`config.mk`:
```
export PLATFORM = sky130hd
export DESIGN_NAME = acs_top
export DESIGN_NICKNAME = d
export VERILOG_FILES = /design/src/acs_pkg.sv /design/src/acs_samp_timer.sv /design/src/acs_tad_div.sv /design/src/acs_top.sv
export SDC_FILE = /design/constraint.sdc
export NUM_CORES = 1
export LEC_CHECK = 0
export ABC_AREA = 1
export BUFFER_PORTS_ARGS = -buffer_cell sky130_fd_sc_hd__buf_2
export CORE_ASPECT_RATIO = 0.75
export CORE_MARGIN = 3
export CORE_UTILIZATION = 30
export CTS_BUF_LIST = sky130_fd_sc_hd__clkbuf_8
export DETAILED_ROUTE_END_ITERATION = 10
export PLACE_DENSITY = 0.45
export REMOVE_ABC_BUFFERS = 1
export SLEW_MARGIN = 20
export SYNTH_ARGS = -nofsm -noshare
export SYNTH_HDL_FRONTEND = slang
export SYNTH_HIERARCHICAL = 1
export SYNTH_SLANG_ARGS = --single-unit
```
`constraint.sdc`:
```
create_clock -name pclk -period 7.37 [get_ports pclk]
set_input_delay 0.737 -clock pclk [delete_from_list [all_inputs] [get_ports pclk]]
set_output_delay 0.737 -clock pclk [all_outputs]
set_load 0.03 [all_outputs]
```
`src/acs_pkg.sv`:
```
// Purpose: Shared constants and types for the converter configuration block
// Assumes: APB with 32-bit data, one aligned word per register
// Notes:   Register offsets here are byte addresses
package acs_pkg;

   localparam int unsigned ACS_AW = 5;

   // Register byte offsets
   localparam logic [ACS_AW-1:0] ACS_OFF_CLK_CFG  = 5'h00;
   localparam logic [ACS_AW-1:0] ACS_OFF_CH_SEL   = 5'h04;
   localparam logic [ACS_AW-1:0] ACS_OFF_BG_EN    = 5'h08;
   localparam logic [ACS_AW-1:0] ACS_OFF_SCAN_LO  = 5'h0C;
   localparam logic [ACS_AW-1:0] ACS_OFF_SCAN_HI  = 5'h10;
   localparam logic [ACS_AW-1:0] ACS_OFF_SEQ_CTRL = 5'h14;
   localparam logic [ACS_AW-1:0] ACS_OFF_STATUS   = 5'h18;

   // Implemented-bit masks (also the write masks)
   localparam logic [15:0] ACS_MASK_CLK_CFG  = 16'h9FFF;
   localparam logic [15:0] ACS_MASK_CH_SEL   = 16'h9F9F;
   localparam logic [15:0] ACS_MASK_BG_EN    = 16'h0007;
   localparam logic [15:0] ACS_MASK_SCAN_LO  = 16'hFFFF;
   localparam logic [15:0] ACS_MASK_SCAN_HI  = 16'h0FFF;
   localparam logic [15:0] ACS_MASK_SEQ_CTRL = 16'h0401;

   localparam logic [15:0] ACS_RST_VAL       = 16'h0000;

   // Field positions
   localparam int unsigned ACS_BIT_CLK_SRC   = 15;
   localparam int unsigned ACS_SAMC_LSB      = 8;
   localparam int unsigned ACS_NEG_B_BIT     = 15;
   localparam int unsigned ACS_POS_B_LSB     = 8;
   localparam int unsigned ACS_NEG_A_BIT     = 7;
   localparam int unsigned ACS_POS_A_LSB     = 0;
   localparam int unsigned ACS_BIT_SCAN_EN   = 10;
   localparam int unsigned ACS_BIT_ALT_EN    = 0;

   // Input codes
   localparam logic [4:0]  ACS_CODE_LAST_PIN = 5'h17;
   localparam logic [4:0]  ACS_CODE_LO_HOLE  = 5'h1C;
   localparam logic [4:0]  ACS_CODE_HI_HOLE  = 5'h1E;
   localparam logic [4:0]  ACS_CODE_FIRST_HI = 5'h10;
   localparam int unsigned ACS_NUM_CH        = 28;

   typedef struct packed {
      logic [4:0] pos_code;
      logic       neg_alt_pin;
      logic       pos_usable;
   } acs_mux_sel_t;

   typedef struct packed {
      logic       sample_strobe;
      logic       seq_restart;
      logic       conv_done;
   } acs_seq_evt_t;

endpackage : acs_pkg

```
`src/acs_samp_timer.sv`:
```
// Purpose: Auto-sample duration counter in conversion clock periods
// Assumes: tad_en is a one-cycle enable
// Notes:   Zero periods ends sampling on the next cycle
`timescale 1ns/1ps
module acs_samp_timer #(
   parameter int unsigned SAMC_W = 5
) (
   // Clock and reset
   input  wire logic              pclk,
   input  wire logic              presetn,
   // Control
   input  wire logic              start,
   input  wire logic              tad_en,
   input  wire logic [SAMC_W-1:0] auto_sample_periods,
   // Status
   output logic                   busy,
   output logic                   done
);
   import acs_pkg::*;

   typedef struct packed {
      logic [SAMC_W-1:0] cnt;
      logic              busy;
      logic              done;
   } acs_smp_st_t;

   acs_smp_st_t st_ff;
   acs_smp_st_t nxt_st;

   always_comb
   begin
      nxt_st      = st_ff;
      nxt_st.done = 1'b0;
      if (start)
      begin
         nxt_st.busy = 1'b1;
         nxt_st.cnt  = '0;
      end
      else if (st_ff.busy && (st_ff.cnt >= auto_sample_periods))
      begin
         nxt_st.busy = 1'b0;
         nxt_st.done = 1'b1;
      end
      else if (st_ff.busy && tad_en)
      begin
         nxt_st.cnt = st_ff.cnt + 1'b1;
      end
   end

   always_ff @(posedge pclk or negedge presetn)
   begin
      if (!presetn)
         st_ff <= '0;
      else
         st_ff <= nxt_st;
   end

   assign busy = st_ff.busy;
   assign done = st_ff.done;

endmodule : acs_samp_timer

```
`src/acs_tad_div.sv`:
```
// Purpose: Conversion clock period enable from system clock or RC source
// Assumes: RC source tick is already synchronised to pclk
// Notes:   Emits one-cycle enable per conversion clock period
`timescale 1ns/1ps
module acs_tad_div #(
   parameter int unsigned DIV_W = 8
) (
   // Clock and reset
   input  wire logic             pclk,
   input  wire logic             presetn,
   // Control
   input  wire logic             conv_clock_source_sel,
   input  wire logic [DIV_W-1:0] conv_clock_divider,
   input  wire logic             rc_tick,
   // Output
   output logic                  tad_en
);
   import acs_pkg::*;

   typedef struct packed {
      logic [DIV_W-1:0] cnt;
      logic             tad;
   } acs_div_st_t;

   acs_div_st_t st_ff;
   acs_div_st_t nxt_st;

   always_comb
   begin
      nxt_st     = st_ff;
      nxt_st.tad = 1'b0;
      if (conv_clock_source_sel)
      begin
         nxt_st.cnt = '0;
         nxt_st.tad = rc_tick;
      end
      else if (st_ff.cnt >= conv_clock_divider)
      begin
         // Period is divider plus one cycles
         nxt_st.cnt = '0;
         nxt_st.tad = 1'b1;
      end
      else
      begin
         nxt_st.cnt = st_ff.cnt + 1'b1;
      end
   end

   always_ff @(posedge pclk or negedge presetn)
   begin
      if (!presetn)
         st_ff <= '0;
      else
         st_ff <= nxt_st;
   end

   assign tad_en = st_ff.tad;

endmodule : acs_tad_div

```
`src/acs_top.sv`:
```
// Purpose: Converter clock, sample time, input mux and scan configuration
// Assumes: APB slave on pclk; RC clock tick arrives asynchronously
// Notes:   Analog converter and result buffer lie outside this block
//
// Notes on behaviour
// - Clock source bit set selects RC clock, clear selects system clock divider
// - Auto-sample time counts zero to 31 conversion clock periods
// - Conversion clock period is divider field plus one cycles
// - Divider assumes instruction cycle of two oscillator periods, no doze or PLL
// - Clock register bits 14 and 13 are reserved, kept zero
// - On small packages codes for pins 16 to 23 select nothing usable
// - Sixth band gap input enabled only while bit 2 set
// - Half band gap input enabled only while bit 1 set
// - Full band gap input enabled only while bit 0 set
// - Reference enable bits 15 to 3 read zero, ignore writes
// - Low scan mask bits include channels 0 to 15 in scan
// - High scan mask covers channels 16 to 27 including internal sources
// - Scan applies to first setting positive input only when scan enabled
// - Alternate mode uses first setting, then alternates second and first
//
// Register access over APB and the register offsets were chosen for this implementation.
`timescale 1ns/1ps
module acs_top #(
   parameter bit          SMALL_PACKAGE = 1'b0,
   parameter int unsigned NUM_CH        = acs_pkg::ACS_NUM_CH
) (
   // Clock and reset
   input  wire logic                       pclk,
   input  wire logic                       presetn,
   // APB slave
   input  wire logic                       psel,
   input  wire logic                       penable,
   input  wire logic                       pwrite,
   input  wire logic [31:0]                paddr,
   input  wire logic [31:0]                pwdata,
   input  wire logic [3:0]                 pstrb,
   output logic                            pready,
   output logic [31:0]                     prdata,
   output logic                            pslverr,
   // Converter sequencing
   input  wire logic                       rc_clock_tick,
   input  wire logic                       sample_start,
   input  wire logic                       seq_restart,
   output logic                            tad_en,
   output logic                            sampling,
   output logic                            sample_done,
   // Analog mux controls
   output logic [acs_pkg::ACS_POS_A_LSB+4:0] ch0_pos_code,
   output logic                            ch0_pos_usable,
   output logic                            ch0_neg_alt_pin,
   output logic                            using_second_setting,
   output logic [2:0]                      bandgap_enables
);
   import acs_pkg::*;

   ////////////////////////////////////////////////////////////////////////////
   // State

   typedef struct packed {
      logic [15:0]      clk_cfg;
      logic [15:0]      ch_sel;
      logic [15:0]      bg_en;
      logic [15:0]      scan_lo;
      logic [15:0]      scan_hi;
      logic [15:0]      seq_ctrl;
      logic [31:0]      rdata;
      logic             alt_phase;
      logic [4:0]       scan_idx;
      logic [4:0]       pos_code;
      logic             pos_usable;
      logic             neg_alt;
      logic             use_b;
      logic             rc_meta;
      logic             rc_sync;
      logic             rc_prev;
   } acs_top_st_t;

   acs_top_st_t st_ff;
   acs_top_st_t nxt_st;

   logic tad_w;
   logic smp_busy;
   logic smp_done;

   ////////////////////////////////////////////////////////////////////////////
   // Functions

   // Merge written bytes under the implemented-bit mask
   function automatic logic [15:0] wr_merge(input logic [15:0] old,
                                            input logic [31:0] wd,
                                            input logic [3:0]  strb,
                                            input logic [15:0] mask);
      logic [15:0] v;
      v = old;
      if (strb[0])
         v[7:0] = wd[7:0];
      if (strb[1])
         v[15:8] = wd[15:8];
      return v & mask;
   endfunction : wr_merge

   // Whether a positive input code reaches a usable source
   function automatic logic code_usable(input logic [4:0] code);
      logic ok;
      ok = 1'b1;
      if ((code >= ACS_CODE_LO_HOLE) && (code <= ACS_CODE_HI_HOLE))
         ok = 1'b0;
      else if (SMALL_PACKAGE && (code >= ACS_CODE_FIRST_HI)
               && (code <= ACS_CODE_LAST_PIN))
         ok = 1'b0;
      return ok;
   endfunction : code_usable

   // Next enabled scan channel after the current one, wrapping
   function automatic logic [4:0] next_scan(input logic [4:0]        cur,
                                            input logic [NUM_CH-1:0] msk);
      logic [4:0] r;
      logic       hit;
      r   = cur;
      hit = 1'b0;
      for (int i = 1; i <= NUM_CH; i++)
      begin
         if (!hit && msk[(int'(cur) + i) % NUM_CH])
         begin
            r   = 5'((int'(cur) + i) % NUM_CH);
            hit = 1'b1;
         end
      end
      return r;
   endfunction : next_scan

   // First enabled scan channel
   function automatic logic [4:0] first_scan(input logic [NUM_CH-1:0] msk);
      logic [4:0] r;
      logic       hit;
      r   = '0;
      hit = 1'b0;
      for (int i = 0; i < NUM_CH; i++)
      begin
         if (!hit && msk[i])
         begin
            r   = 5'(i);
            hit = 1'b1;
         end
      end
      return r;
   endfunction : first_scan

   // Scan index to positive input code, unchanged for every channel, pins and internal sources alike
   function automatic logic [4:0] scan_code(input logic [4:0] idx);
      return idx;
   endfunction : scan_code

   ////////////////////////////////////////////////////////////////////////////
   // Register and sequencing logic

   logic [ACS_AW-1:0]  addr;
   logic               wr_acc;
   logic               rd_setup;
   logic [NUM_CH-1:0]  scan_mask;
   logic               scan_on;
   logic               alt_on;
   logic [4:0]         pick_code;
   logic               pick_neg;

   assign addr      = paddr[ACS_AW-1:0];
   assign wr_acc    = psel && penable && pwrite;
   assign rd_setup  = psel && !penable && !pwrite;
   // Channels 0-15 from the low mask, 16-27 from the high mask
   assign scan_mask = {st_ff.scan_hi[NUM_CH-17:0], st_ff.scan_lo};
   assign scan_on   = st_ff.seq_ctrl[ACS_BIT_SCAN_EN];
   assign alt_on    = st_ff.seq_ctrl[ACS_BIT_ALT_EN];

   always_comb
   begin
      nxt_st   = st_ff;
      pick_code = '0;
      pick_neg  = 1'b0;

      // Async RC tick passes two flops before the edge detect
      nxt_st.rc_meta = rc_clock_tick;
      nxt_st.rc_sync = st_ff.rc_meta;
      nxt_st.rc_prev = st_ff.rc_sync;

      // Writes on the access phase, masked so reserved bits stay zero
      if (wr_acc)
      begin
         unique case (addr)
            ACS_OFF_CLK_CFG:
               nxt_st.clk_cfg = wr_merge(st_ff.clk_cfg, pwdata, pstrb,
                                         ACS_MASK_CLK_CFG);
            ACS_OFF_CH_SEL:
               nxt_st.ch_sel = wr_merge(st_ff.ch_sel, pwdata, pstrb,
                                        ACS_MASK_CH_SEL);
            ACS_OFF_BG_EN:
               nxt_st.bg_en = wr_merge(st_ff.bg_en, pwdata, pstrb,
                                       ACS_MASK_BG_EN);
            ACS_OFF_SCAN_LO:
               nxt_st.scan_lo = wr_merge(st_ff.scan_lo, pwdata, pstrb,
                                         ACS_MASK_SCAN_LO);
            ACS_OFF_SCAN_HI:
               nxt_st.scan_hi = wr_merge(st_ff.scan_hi, pwdata, pstrb,
                                         ACS_MASK_SCAN_HI);
            ACS_OFF_SEQ_CTRL:
               nxt_st.seq_ctrl = wr_merge(st_ff.seq_ctrl, pwdata, pstrb,
                                          ACS_MASK_SEQ_CTRL);
            default:
               nxt_st.rdata = st_ff.rdata;
         endcase
      end

      // Read data captured in setup so prdata comes from a flop
      if (rd_setup)
      begin
         unique case (addr)
            ACS_OFF_CLK_CFG:  nxt_st.rdata = {16'h0000, st_ff.clk_cfg};
            ACS_OFF_CH_SEL:   nxt_st.rdata = {16'h0000, st_ff.ch_sel};
            ACS_OFF_BG_EN:    nxt_st.rdata = {16'h0000, st_ff.bg_en};
            ACS_OFF_SCAN_LO:  nxt_st.rdata = {16'h0000, st_ff.scan_lo};
            ACS_OFF_SCAN_HI:  nxt_st.rdata = {16'h0000, st_ff.scan_hi};
            ACS_OFF_SEQ_CTRL: nxt_st.rdata = {16'h0000, st_ff.seq_ctrl};
            ACS_OFF_STATUS:   nxt_st.rdata = {16'h0000, 3'h0, st_ff.scan_idx,
                                              6'h00, st_ff.use_b, st_ff.alt_phase};
            default:          nxt_st.rdata = 32'h0000_0000;
         endcase
      end

      // Sample sequencing: alternate phase and scan pointer
      if (seq_restart)
      begin
         nxt_st.alt_phase = 1'b0;
         nxt_st.scan_idx  = first_scan(scan_mask);
      end
      else if (smp_done)
      begin
         // First sample uses the first setting, then toggle
         nxt_st.alt_phase = alt_on ? !st_ff.alt_phase : 1'b0;
         if (scan_on && (!alt_on || st_ff.alt_phase == 1'b0))
            nxt_st.scan_idx = next_scan(st_ff.scan_idx, scan_mask);
      end

      // Setting selection for the upcoming sample
      nxt_st.use_b = alt_on && nxt_st.alt_phase;
      if (nxt_st.use_b)
      begin
         // Same encoding as the first setting
         pick_code = nxt_st.ch_sel[ACS_POS_B_LSB +: 5];
         pick_neg  = nxt_st.ch_sel[ACS_NEG_B_BIT];
      end
      else
      begin
         pick_code = scan_on ? scan_code(nxt_st.scan_idx)
                             : nxt_st.ch_sel[ACS_POS_A_LSB +: 5];
         pick_neg  = nxt_st.ch_sel[ACS_NEG_A_BIT];
      end
      nxt_st.pos_code   = pick_code;
      nxt_st.pos_usable = code_usable(pick_code);
      nxt_st.neg_alt    = pick_neg;
   end

   always_ff @(posedge pclk or negedge presetn)
   begin
      if (!presetn)
         st_ff <= '0;
      else
         st_ff <= nxt_st;
   end

   ////////////////////////////////////////////////////////////////////////////
   // Submodules

   // Divider runs in pclk cycles; a pclk cycle stands for one instruction cycle
   acs_tad_div #(
      .DIV_W                 (8)
   ) u_div (
      .pclk                  (pclk),
      .presetn               (presetn),
      .conv_clock_source_sel (st_ff.clk_cfg[ACS_BIT_CLK_SRC]),
      .conv_clock_divider    (st_ff.clk_cfg[7:0]),
      .rc_tick               (st_ff.rc_sync && !st_ff.rc_prev),
      .tad_en                (tad_w)
   );

   acs_samp_timer #(
      .SAMC_W                (5)
   ) u_smp (
      .pclk                  (pclk),
      .presetn               (presetn),
      .start                 (sample_start),
      .tad_en                (tad_w),
      .auto_sample_periods   (st_ff.clk_cfg[ACS_SAMC_LSB +: 5]),
      .busy                  (smp_busy),
      .done                  (smp_done)
   );

   ////////////////////////////////////////////////////////////////////////////
   // Outputs

   assign pready               = 1'b1;
   assign pslverr              = 1'b0;
   assign prdata               = st_ff.rdata;
   assign tad_en               = tad_w;
   assign sampling             = smp_busy;
   assign sample_done          = smp_done;
   assign ch0_pos_code         = st_ff.pos_code;
   assign ch0_pos_usable       = st_ff.pos_usable;
   assign ch0_neg_alt_pin      = st_ff.neg_alt;
   assign using_second_setting = st_ff.use_b;
   assign bandgap_enables      = st_ff.bg_en[2:0];

endmodule : acs_top

```
==> summary.txt <==
Outcome
  • Status: complete, no violations

Die
  • Die area: 51700 um^2
  • Die height: 198 um
  • Core footprint: between 40000 and 50000 um^2
  • I/O pins: roughly 120
  • Width of the die: 262 um
  • FP Rows: 69
  • Initial core utilization: 30.7%

Synth
  • Register area share after synthesis: ~18%
  • Ys flop type: dfrtp_1
  • Synth area leaders: nand2_1, dfrtp_1, inv_1
  • Synth warn: 6
  • Mapped Area: 14700 um^2
  • Top-area cell type share of the netlist area: 19.5%
  • Register bit total from synthesis: 108
  • Number of flops mapped to enable cells by yosys: 0
  • Most numerous cell in the Yosys netlist: nand2_1
  • Mapped Avg Cell Area: 5.77 um^2
  • Post-Synthesis Cells: 2545
  • Fraction of registers with async set/reset: 100%
  • Library cells used by synthesis: 65
  • Commonest cells post-synth: nand2_1, inv_1, o21ai_0, nor2_1, nand3_1
  • Synth area leader: nand2_1

Placement
  • Dpl hpwl: between 40000 and 50000 um
  • Port buffer count: 60
  • Post-DP Area: 15800 um^2
  • Pre-CTS WS: 0.306 ns
  • Placed Instances: 3237
  • Final GP Congestion: 0.961

Setup path
  • Most used cell, CP: nand2_1
  • Stages on worst setup path: 53
  • R2R Path Start: st_ff[13]
  • CP Launch Type: register
  • Worst EP arrival: 7.16 ns
  • R2r setup slk: 0.56 ns
  • Crit-path leading delay family: simple AND/OR/NAND/NOR gates
  • R2R depth: 53
  • Crit path largest cell delay: 0.49 ns
  • Worst Setup Path Type: register to register
  • Number of buffers and inverters on the critical path: 7
  • CP Max Fanout: 6
  • R2R Path End: ch0_pos_usable
  • Critical Path Sink Type: register
  • Slowest-stage cell, CP: dfrtp_2
  • CP Data Required Time: roughly 7.7 ns

Route
  • First DRT Iteration DRCs: 1642
  • Drt pass-1 iters: 8
  • DRC violations left: 0
  • Via Count: approximately 16k
  • Final wirelength: 58800 um
  • Post-DR wirelength/cell: 18.1 um
  • Via/cell ratio: just over 5
  • Antenna viol nets, final: 0

Clock network
  • Hold buffers post-CTS: 0
  • CTS tree: done
  • CTS buffer count: 9
  • Clock Root Buffer: clkbuf_8
  • Clock Sinks: 108
  • Clk pin slew, worst setup/hold paths: approximately 0.12 ns
  • Clock buffer depth: 2
  • Worst-Skew Late Latency: between 0.4 and 0.5 ns
  • H-tree levels: 3

Timing
  • Worst-Margin Slew: 1.17 ns
  • Worst hold margin: 0.310 ns
  • Clock Skew: ~0.014 ns
  • Fin crit period: 6.81 ns
  • Worst Slack Setup Final: about 0.56 ns
  • Maximum clock rate: 147 MHz
  • Final Setup Violations: 0
  • Final Cycle Share: between 90 and 100%
  • Rel. slew slack: between 20% and 30%
  • Fin. Hold Viols: 0
  • Setup TNS Final: 0 ns
  • Final Max Tran Viols: 0

Layout
  • Filler instances: 5370
  • Sequential Area: 2710 um^2
  • Final Util: 33.8%
  • Design area: 16200 um^2
  • Nets: 2776
  • Synth-to-Final Area Change: 10.0%
  • Layout cells sized above 1: 10.8%
  • Final std cells w/o fill: 3256
  • Antenna diodes: 0
  • Area occupied by multi-input gates: 9880 um^2

Global routing
  • Vias in the first global route: approximately 15k
  • Largest net degree at the start of global routing: 68
  • Antenna violations before repair: 1
  • Total gr overflow: 0
  • First-pass GRT wire length: 89700 um
  • Total track usage: 22.7%

Power and ir drop
  • Pwr Density: 179 nW/um^2
  • Pwr Total: between 2 and 3 mW
  • Pleak: 8.78 nW
  • Peak supply drop: approximately 0.11 mV

Flow run
  • Max cap viols: 0

Worst hold path
  • Worst Hold Class: primary input to asynchronous set/reset pin
## routing by layer
layer  vias to the layer above  part of all wire [%]  routed length, um  track usage [%]
li1                       8229                     -                  -                -
met1                      7540                    52              30700             36.1
met2                       560                    38              22500             31.5
met3                        44                   8.2               4850             4.52
met4                         2                   1.3                753             3.16
met5                         -                 0.022                 13                0
## state kept, by name (all words and copies together) (netlist names), 2 cells and up
register         flops
st_ff               33
scan_mask           28
prdata              16
u_div/st_ff          8
ch0_pos_code         5
u_smp/st_ff          5
bandgap_enables      3
nxt_st               2
## kinds of logic (layout without fill, tap and decap cells)
group / after synthesis / in the layout / share of synthesized area (%)
AND/OR/NAND/NOR: 1319 / 1319 / 39.0
XOR/XNOR: 31 / 31 / 1.90
other: 2 / 18 / 0.0511
adder cells (fa/ha/maj): 88 / 88 / 7.49
multiplexers: 2 / 2 / 0.136
AO/OA/AOI/OAI: 449 / 449 / 17.6
buffers and inverters: 546 / 602 / 15.4
flip-flops: 108 / 108 / 18.4
## power by group
| group | total, mW | internal (mW) | leakage, nW | switching, mW |
|---|---|---|---|---|
| Sequential | 0.700 | 0.643 | 1.32 | 0.0572 |
| Clock | 0.397 | 0.163 | 0.103 | 0.234 |
| Combinational | 1.80 | 0.541 | 7.35 | 1.26 |
| Total | 2.90 | 1.35 | 8.78 | 1.55 |
## cell usage in the layout (no fill, tap or decap), drive strengths merged, types with 7 or more instances in the layout
cell type  synthesis  final
nand2            806    806
a21oi             81     81
o22ai             11     11
dfrtp            108    108
a31oi             11     11
o21ai            256    256
buf               60    129
clkbuf            29      9
nand4             33     33
nor3              16     16
conb               2     18
xor2              29     29
ha                88     88
o211ai            41     41
nand3            192    192
nor2             242    242
a31o               7      7
inv              455    459
nand3b            19     19
## area by class of cell
type,instances,area share (%)
Clock inverter,7,0.495
Inverter,457,10.7
Sequential cell,108,16.7
Clock buffer,9,0.766
Multi-Input combinational cell,1907,61.1
Timing Repair Buffer,129,5.32
Tap cell,639,4.94
## worst max-delay path by stage
stage	startpoint	end	slack (ns)
global placement	st_ff[13]	ch0_pos_usable	0.41
finish	st_ff[13]	ch0_pos_usable	0.56
detailed placement	st_ff[13]	ch0_pos_usable	0.31
floorplan	st_ff[11]	ch0_pos_usable	1.03
CTS	st_ff[13]	ch0_pos_usable	0.25
global route	st_ff[13]	ch0_pos_usable	-0.02
## what timing repair did
item                       in CTS  in global routing
buffers inserted                0                  3
gates resized for setup         0                 29
setup endpoints to repair       0                  9
No activity file was read; power rests on OpenSTA's default activity.
